==> src/nnei_pkg.sv <==
// Package of constants for the network node error indicator.
package nnei_pkg;
    // Node address range that the unit accepts.
    localparam logic [7:0]  NODE_MIN        = 8'h01;
    localparam logic [7:0]  NODE_MAX        = 8'h3e;
    // Status word bit positions.
    localparam int          ST_CTRL_BIT     = 1;
    localparam int          ST_ADDR_BIT     = 8;
    localparam int          ST_DUP_BIT      = 9;
    localparam int          ST_LOG_BIT      = 15;
    // Error log codes.
    localparam logic [15:0] CODE_CTRL       = 16'h0210;
    localparam logic [15:0] CODE_DUP        = 16'h0211;
    localparam logic [15:0] CODE_ADDR       = 16'h0214;
    // Log depth.
    localparam int          LOG_DEPTH       = 39;
    localparam int          LOG_AW          = 6;
    // Register offsets.
    localparam logic [3:0]  REG_STATUS      = 4'h0;
    localparam logic [3:0]  REG_IRQ_STATUS  = 4'h1;
    localparam logic [3:0]  REG_IRQ_MASK    = 4'h2;
    localparam logic [3:0]  REG_LOG_COUNT   = 4'h3;
    localparam logic [3:0]  REG_LOG_INDEX   = 4'h4;
    localparam logic [3:0]  REG_LOG_DATA    = 4'h5;
    localparam logic [3:0]  REG_LOG_CLEAR   = 4'h6;
    localparam logic [3:0]  REG_NODE        = 4'h7;
    // Reset values.
    localparam logic [15:0] STATUS_RST      = 16'h0000;
    localparam logic [2:0]  IRQ_MASK_RST    = 3'h0;
    // Interrupt bit positions.
    localparam int          IRQ_ADDR        = 0;
    localparam int          IRQ_CTRL        = 1;
    localparam int          IRQ_DUP         = 2;
endpackage : nnei_pkg

==> src/nnei_top.sv <==
// Indicator, status word and error log logic of a network node unit.
//
// The placing of the registers and the strobed register port are this design's own decisions.
`timescale 1ns/100ps
module nnei_top
    import nnei_pkg::*;
(
    // Clock and reset.
    input  wire logic        mclk,
    input  wire logic        nrst,
    // Node condition inputs from pins and link logic.
    input  wire logic [7:0]  node_addr,
    input  wire logic        ctrl_fault,
    input  wire logic        dup_addr,
    input  wire logic        fiber_miswire,
    input  wire logic        in_network,
    input  wire logic        host_fault,
    // Register port.
    input  wire logic [3:0]  reg_addr,
    input  wire logic [15:0] reg_wdata,
    input  wire logic        reg_wr,
    input  wire logic        reg_rd,
    output logic      [15:0] reg_rdata,
    // Front panel indicators and interrupt.
    output logic             run_indicator,
    output logic             comm_error_indicator,
    output logic             host_error_indicator,
    output logic             in_network_indicator,
    output logic             irq
);

    function automatic logic addr_bad(input logic [7:0] a);
        addr_bad = (a < NODE_MIN) || (a > NODE_MAX);
    endfunction : addr_bad

    // Pin inputs pass two flip-flops before use.
    logic [7:0]  addr_s1;
    logic [7:0]  addr_s2;
    logic [4:0]  cond_s1;
    logic [4:0]  cond_s2;

    // The address stages reset to a legal address. A zero here would look like an
    // address error and log a false event in the cycles just after reset.
    always_ff @(posedge mclk) begin
        if (!nrst) begin
            addr_s1 <= NODE_MIN;
            addr_s2 <= NODE_MIN;
            cond_s1 <= 5'h00;
            cond_s2 <= 5'h00;
        end else begin
            addr_s1 <= node_addr;
            addr_s2 <= addr_s1;
            cond_s1 <= {host_fault, in_network, fiber_miswire, dup_addr, ctrl_fault};
            cond_s2 <= cond_s1;
        end
    end

    logic err_addr;
    logic err_ctrl;
    logic err_dup;
    assign err_addr = addr_bad(addr_s2);
    assign err_ctrl = cond_s2[0];
    assign err_dup  = cond_s2[1] | cond_s2[2];

    // Error events fire on the rising edge of each condition, so a persistent
    // fault logs once rather than flooding the log.
    logic       addr_q;
    logic       ctrl_q;
    logic       dup_q;
    logic       ev_addr;
    logic       ev_ctrl;
    logic       ev_dup;

    always_ff @(posedge mclk) begin
        if (!nrst) begin
            addr_q <= 1'b0;
            ctrl_q <= 1'b0;
            dup_q  <= 1'b0;
        end else begin
            addr_q <= err_addr;
            ctrl_q <= err_ctrl;
            dup_q  <= err_dup;
        end
    end

    assign ev_addr = err_addr & ~addr_q;
    assign ev_ctrl = err_ctrl & ~ctrl_q;
    assign ev_dup  = err_dup & ~dup_q;

    // Indicators; an address error outranks the others because the unit
    // never joins the network with an illegal address.
    always_ff @(posedge mclk) begin
        if (!nrst) begin
            run_indicator        <= 1'b0;
            comm_error_indicator <= 1'b0;
            host_error_indicator <= 1'b0;
            in_network_indicator <= 1'b0;
        end else if (err_addr) begin
            run_indicator        <= 1'b0;
            comm_error_indicator <= 1'b1;
            host_error_indicator <= 1'b0;
            in_network_indicator <= 1'b0;
        end else if (err_ctrl) begin
            run_indicator        <= 1'b0;
            comm_error_indicator <= 1'b1;
            host_error_indicator <= 1'b0;
            in_network_indicator <= 1'b0;
        end else if (err_dup) begin
            run_indicator        <= 1'b1;
            comm_error_indicator <= 1'b1;
            host_error_indicator <= 1'b0;
            in_network_indicator <= 1'b0;
        end else begin
            run_indicator        <= 1'b1;
            comm_error_indicator <= 1'b0;
            host_error_indicator <= cond_s2[4];
            in_network_indicator <= cond_s2[3];
        end
    end

    // Status word seen in the host I/O status area; writing ones clears bits.
    logic [15:0] host_io_status_area;
    logic        any_ev;
    logic        st_clr;
    assign any_ev = ev_addr | ev_ctrl | ev_dup;
    assign st_clr = reg_wr && (reg_addr == REG_STATUS);

    always_ff @(posedge mclk) begin
        if (!nrst) begin
            host_io_status_area <= STATUS_RST;
        end else begin
            for (int i = 0; i < 16; i++) begin
                if (st_clr && reg_wdata[i]) begin
                    host_io_status_area[i] <= 1'b0;
                end
            end
            if (ev_addr) begin
                host_io_status_area[ST_ADDR_BIT] <= 1'b1;
            end
            if (ev_ctrl) begin
                host_io_status_area[ST_CTRL_BIT] <= 1'b1;
            end
            if (ev_dup) begin
                host_io_status_area[ST_DUP_BIT] <= 1'b1;
            end
            if (any_ev) begin
                host_io_status_area[ST_LOG_BIT] <= 1'b1;
            end
        end
    end

    // Error log; codes are written in a fixed order when events coincide,
    // one per cycle, by holding pending bits.
    logic [15:0]       log_mem [LOG_DEPTH];
    logic [LOG_AW-1:0] log_count;
    logic [LOG_AW-1:0] log_index;
    logic [2:0]        pend;
    logic              log_we;
    logic [15:0]       log_code;
    logic              log_clr;

    always_comb begin
        log_we   = 1'b0;
        log_code = CODE_ADDR;
        if (pend[0]) begin
            log_we   = 1'b1;
            log_code = CODE_ADDR;
        end else if (pend[1]) begin
            log_we   = 1'b1;
            log_code = CODE_CTRL;
        end else if (pend[2]) begin
            log_we   = 1'b1;
            log_code = CODE_DUP;
        end
    end

    assign log_clr = reg_wr && (reg_addr == REG_LOG_CLEAR);

    always_ff @(posedge mclk) begin
        if (!nrst) begin
            pend <= 3'h0;
        end else begin
            pend[0] <= ev_addr | (pend[0] & ~log_we);
            pend[1] <= ev_ctrl | (pend[1] & ~(log_we & ~pend[0]));
            pend[2] <= ev_dup | (pend[2] & ~(log_we & ~pend[0] & ~pend[1]));
        end
    end

    // A full log drops new entries; the status bits still record the event.
    always_ff @(posedge mclk) begin
        if (!nrst) begin
            log_count <= '0;
        end else if (log_clr) begin
            log_count <= '0;
        end else if (log_we && (log_count < LOG_AW'(LOG_DEPTH))) begin
            log_mem[log_count] <= log_code;
            log_count          <= log_count + 1'b1;
        end
    end

    always_ff @(posedge mclk) begin
        if (!nrst) begin
            log_index <= '0;
        end else if (reg_wr && (reg_addr == REG_LOG_INDEX)) begin
            log_index <= reg_wdata[LOG_AW-1:0];
        end
    end

    // Interrupts.
    logic [2:0] irq_status;
    logic [2:0] irq_mask;

    always_ff @(posedge mclk) begin
        if (!nrst) begin
            irq_status <= 3'h0;
        end else begin
            irq_status <= (irq_status & ~((reg_wr && reg_addr == REG_IRQ_STATUS)
                          ? reg_wdata[2:0] : 3'h0)) | {ev_dup, ev_ctrl, ev_addr};
        end
    end

    always_ff @(posedge mclk) begin
        if (!nrst) begin
            irq_mask <= IRQ_MASK_RST;
        end else if (reg_wr && (reg_addr == REG_IRQ_MASK)) begin
            irq_mask <= reg_wdata[2:0];
        end
    end

    assign irq = |(irq_status & irq_mask);

    // Read port.
    always_ff @(posedge mclk) begin
        if (!nrst) begin
            reg_rdata <= 16'h0000;
        end else if (!reg_rd) begin
            reg_rdata <= 16'h0000;
        end else if (reg_addr == REG_STATUS) begin
            reg_rdata <= host_io_status_area;
        end else if (reg_addr == REG_IRQ_STATUS) begin
            reg_rdata <= {13'h0000, irq_status};
        end else if (reg_addr == REG_IRQ_MASK) begin
            reg_rdata <= {13'h0000, irq_mask};
        end else if (reg_addr == REG_LOG_COUNT) begin
            reg_rdata <= {10'h000, log_count};
        end else if (reg_addr == REG_LOG_INDEX) begin
            reg_rdata <= {10'h000, log_index};
        end else if (reg_addr == REG_LOG_DATA) begin
            reg_rdata <= (log_index < log_count) ? log_mem[log_index] : 16'h0000;
        end else if (reg_addr == REG_NODE) begin
            reg_rdata <= {8'h00, addr_s2};
        end else begin
            reg_rdata <= 16'h0000;
        end
    end

    // Assertions.
    property p_normal;
        @(posedge mclk) disable iff (!nrst)
        (!err_addr && !err_ctrl && !err_dup)
            |=> run_indicator && !comm_error_indicator;
    endproperty
    a_normal: assert property (p_normal) else $error("normal indicators wrong");

    property p_addr;
        @(posedge mclk) disable iff (!nrst)
        err_addr |=> comm_error_indicator && !run_indicator;
    endproperty
    a_addr: assert property (p_addr) else $error("address error indicators wrong");

    property p_addr_status;
        @(posedge mclk) disable iff (!nrst)
        ev_addr |=> host_io_status_area[ST_ADDR_BIT] && host_io_status_area[ST_LOG_BIT];
    endproperty
    a_addr_status: assert property (p_addr_status) else $error("address bits not set");

    property p_ctrl;
        @(posedge mclk) disable iff (!nrst)
        ev_ctrl |=> host_io_status_area[ST_CTRL_BIT] && comm_error_indicator;
    endproperty
    a_ctrl: assert property (p_ctrl) else $error("controller error not shown");

    property p_ctrl_log;
        @(posedge mclk) disable iff (!nrst)
        (pend == 3'b010) |-> log_code == CODE_CTRL;
    endproperty
    a_ctrl_log: assert property (p_ctrl_log) else $error("wrong controller code");

    property p_dup;
        @(posedge mclk) disable iff (!nrst)
        (err_dup && !err_addr && !err_ctrl)
            |=> run_indicator && comm_error_indicator && !in_network_indicator;
    endproperty
    a_dup: assert property (p_dup) else $error("duplicate pattern wrong");

    property p_miswire;
        @(posedge mclk) disable iff (!nrst)
        (cond_s2[2] && !err_addr && !err_ctrl) |=> !in_network_indicator;
    endproperty
    a_miswire: assert property (p_miswire) else $error("miswire pattern wrong");

    property p_log15;
        @(posedge mclk) disable iff (!nrst)
        any_ev |=> host_io_status_area[ST_LOG_BIT];
    endproperty
    a_log15: assert property (p_log15) else $error("bit 15 not set");

    property p_logcnt;
        @(posedge mclk) disable iff (!nrst)
        (log_we && !log_clr && log_count < LOG_AW'(LOG_DEPTH))
            |=> log_count == $past(log_count) + 1'b1;
    endproperty
    a_logcnt: assert property (p_logcnt) else $error("log count not advanced");

    c_addr: cover property (@(posedge mclk) disable iff (!nrst) ev_addr);
    c_dup:  cover property (@(posedge mclk) disable iff (!nrst) ev_dup ##1 irq);
    c_two:  cover property (@(posedge mclk) disable iff (!nrst) pend[0] && pend[1]);

endmodule : nnei_top

==> config.mk <==
export PLATFORM = sky130hd
export DESIGN_NAME = nnei_top
export DESIGN_NICKNAME = d
export VERILOG_FILES = /design/src/nnei_pkg.sv /design/src/nnei_top.sv
export SDC_FILE = /design/constraint.sdc
export NUM_CORES = 1
export LEC_CHECK = 0
export ABC_AREA = 0
export BUFFER_PORTS_ARGS = -buffer_cell sky130_fd_sc_hd__buf_4
export CAP_MARGIN = 20
export CORE_ASPECT_RATIO = 0.5
export CORE_MARGIN = 5
export CORE_UTILIZATION = 53
export CTS_BUF_LIST = sky130_fd_sc_hd__clkbuf_8
export CTS_CLUSTER_SIZE = 28
export DETAILED_ROUTE_END_ITERATION = 7
export PLACE_DENSITY_LB_ADDON = 0.25
export SYNTH_ARGS = -nofsm -noshare
export SYNTH_HDL_FRONTEND = slang
export SYNTH_SLANG_ARGS = --single-unit
export TNS_END_PERCENT = 10
==> constraint.sdc <==
create_clock -name mclk -period 3.5 [get_ports mclk]
set_input_delay 0.7 -clock mclk [delete_from_list [all_inputs] [get_ports mclk]]
set_output_delay 0.7 -clock mclk [all_outputs]
set_load 0.01 [all_outputs]
==> impl_metrics.csv <==
group,metric,value,unit
status,status,"finished clean",
synth,synth_edf_count,78,
cells_and_area,final_util,0.605,
synth,yosysWarningCount,0,
routing,detail-route-antenna-nets,0,
grt,antenna_found_initial,0,
run,maxCapViolations,0,
synth,synth-simple-area-share,0.156,
floorplan,die_x,163,um
synth,synthMuxAreaShare,0.0960,
clock_tree,htreeDepth,4,
grt,overflow,0,
grt,use_met1,0.245,
power,p_leak,2.48,nW
power,peakVddDrop,0.296,mV
grt,grt_max_degree,55,
cells_and_area,fin_nets,573,
synth,synthFlopType,"edfxtp_1",
synth,syn_area,6230,um2
clock_tree,clk_latency,0.44,ns
cells_and_area,antenna_cells,0,
setup_path,crit_required,3.57,ns
hold_path,min_path_type,"reg2reg",
floorplan,chipHeight,86.7,um
synth,syn_avg_cell_area,12.8,um2
synth,ys_types,68,
clock_tree,cts-resized-gates,0,
sta,tightest_slew,0.880,ns
cells_and_area,syn2layout_area_growth,13.2,%
sta,slew_headroom,0.408,
grt,grt_pass1_wl,21000,um
sta,clock.fmax,0.393,GHz
routing,first_iter_violations,343,
power,power_density,498,nW/um2
sta,setup_viol,0,
synth,ys_ff_latch,153,
clock_tree,cts_hold_buf,0,
clock_tree,cts_tree,"done",
clock_tree,clockBufferDepth,2,
setup_path,cp-start-kind,"register",
cells_and_area,fill_cells,948,
sta,finalCritPeriodShare,0.727,
floorplan,start_util,0.534,
grt,met2_usage,0.320,
routing,vias_per_cell,5.62,
sta,hold_viol,0,
hold_path,hold_depth,1,
setup_path,cp_data_arrival_time,2.61,ns
clock_tree,post_cts.repair.setup_buffers,0,
placed_design,portBuffers,45,
synth,synth_xor_area_frac,0.00141,
synth,synth_compound_area_frac,0.0813,
routing,wl,13000,um
clock_tree,cts-root-buf,"clkbuf_8",
cells_and_area,drive_gt1_frac,0.203,
grt,grt_use_total,0.195,
grt,grt_pass1_vias,4079,
sta,rsz0062_at_grt,"false",
clock_tree,clkSlewWorstSetupHoldPaths,0.08,ns
routing,vias,3982,
grt,met3_usage,0.0627,
floorplan,io_pins,58,
grt,top_usage_layer,"met2",
sta,tns,0,ns
sta,slew_violations,0,
placed_design,place_congestion,0.910,
routing,wire_per_inst,18.3,um
synth,synthArstFlopShare,0,
setup_path,crit_fanout,12,
sta,min_period,2.54,ns
synth,synthAdderAreaFrac,0.0120,
setup_path,criticalPathCategory,"reg2reg",
setup_path,reg2reg_depth,5,
routing,firstDrtPassIters,6,
sta,skew,0.0133,ns
floorplan,coreArea,11700,um2
floorplan,num_rows,28,
synth,synthCells,487,
placed_design,place_hpwl,8740,um
floorplan,die_area,14200,um2
synth,synth_top_family_by_area,"simple AND/OR/NAND/NOR gates",
clock_tree,cts_buffers,17,
clock_tree,cts_sinks,153,
routing,drc_errors,0,
setup_path,end_kind,"register",
synth,ys_seq_area_frac,0.617,
==> metrics by stage <==
stage	instance area [um2]	total power [W]	setup WS, ns	hold slack, ns	std cells
global placement	6650	0.00219	0.830	0.394	676
detailed placement	6650	0.00220	0.762	0.394	676
floorplan	6250	0.00212	0.981	0.386	491
CTS	7050	0.00352	1.02	0.417	708
global route	7050	0.00363	0.818	0.424	708
finish	7050	0.00351	0.956	0.412	708
==> worst max-delay path, cell delays in order, from the launching register on <==
cell and delay, ns:
dfxtp_1 0.43, ha_1 0.30, a211oi_1 0.34, o21bai_2 0.09
or3_1 0.34, nor4_1 0.69
==> sequential cells by signal, summed over array words and instances, names as in the netlist, named ones only <==
| signal | flops |
|---|---|
| log_mem | 78 |
| reg_rdata | 11 |
| addr_s1 | 8 |
| addr_s2 | 8 |
| log_count | 6 |
| log_index | 6 |
| cond_s1 | 5 |
| cond_s2 | 5 |
| host_io_status_area | 4 |
| irq_mask | 3 |
| irq_status | 3 |
| pend | 3 |
| addr_q | 1 |
| comm_error_indicator | 1 |
| ctrl_q | 1 |
| dup_q | 1 |
| host_error_indicator | 1 |
| in_network_indicator | 1 |
| run_indicator | 1 |
==> layer usage <==
metal | up-vias | wire [um]
met5 | - | 0
met4 | 0 | 241
met3 | 22 | 997
met2 | 185 | 6120
met1 | 1885 | 5590
li1 | 1890 | -
==> Yosys cell counts, types with 2 or more instances <==
master / n / area, um2
o21ai_0: 9 / 45.0
nor4_1: 4 / 25.0
a21o_1: 3 / 22.5
or2_2: 2 / 12.5
buf_6: 3 / 33.8
a31o_2: 2 / 17.5
and3_1: 4 / 25.0
a21oi_1: 17 / 85.1
o21a_1: 2 / 15.0
buf_4: 8 / 60.1
mux4_1: 2 / 52.6
mux2_2: 4 / 45.0
a31oi_1: 3 / 18.8
dfxtp_1: 75 / 1500
or3_1: 9 / 56.3
nor2b_1: 19 / 119
and4_1: 2 / 17.5
inv_1: 9 / 33.8
nand2b_1: 3 / 18.8
mux4_2: 12 / 270
a221oi_1: 3 / 26.3
nand4_1: 5 / 31.3
edfxtp_1: 78 / 2340
nor3_1: 23 / 115
clkbuf_1: 12 / 45.0
ha_1: 6 / 75.1
buf_2: 5 / 25.0
nor2_1: 34 / 128
a311oi_1: 3 / 26.3
nor3b_1: 3 / 22.5
a2111oi_0: 3 / 26.3
o211a_1: 2 / 20.0
and2_1: 29 / 181
nor3_2: 2 / 20.0
mux2i_1: 23 / 230
nand3_1: 15 / 75.1
nand2_1: 18 / 67.6
==> logic make-up after synthesis <==
group           Yosys count
mux                      41
flops                   153
compound gates           68
fa+ha+maj                 6
xor+xnor                  1
buf+inv                  40
other cells               1
simple gates            177
==> report_power, final <==
part | switching, W | internal, W | leakage (nW)
registers | 0.0000256 | 0.00192 | 1.32
logic | 0.000124 | 0.0000884 | 0.958
clock network | 0.000640 | 0.000715 | 0.203
==> placed cells by master (no fill, tap or decap), types with 12 or more instances in the layout <==
master and count:
edfxtp_1 78, dfxtp_1 75, buf_4 50, nor2_1 34
and2_1 29, nor3_1 23, mux2i_1 23, nor2b_1 19
nand2_1 18, clkbuf_8 18, a21oi_1 17, nand3_1 15
inv_1 12, mux4_2 12
==> final timing paths <==
kind | start | endpoint | slack (ns)
max | log_count[0]$_SDFFE_PP0N_ | log_mem[9][0]$_DFFE_PP_ | 0.96
min reg2reg | addr_s1[0]$_SDFF_PN1_ | addr_s2[0]$_SDFF_PN1_ | 0.41
min | addr_s1[0]$_SDFF_PN1_ | addr_s2[0]$_SDFF_PN1_ | 0.41
max reg2reg | log_count[0]$_SDFFE_PP0N_ | log_mem[9][0]$_DFFE_PP_ | 0.96
==> cell type report <==
| class | instances | area [um2] | area share |
|---|---|---|---|
| sequential | 153 | 3840 | 0.545 |
| multi-input combinational | 298 | 2190 | 0.310 |
| timing repair buffer | 50 | 375 | 0.0532 |
| clock buffer | 18 | 248 | 0.0351 |
| tap | 165 | 206 | 0.0293 |
| clock inverter | 14 | 158 | 0.0223 |
| inverter | 10 | 37.5 | 0.00532 |
No activity file was read; power rests on OpenSTA's default activity.
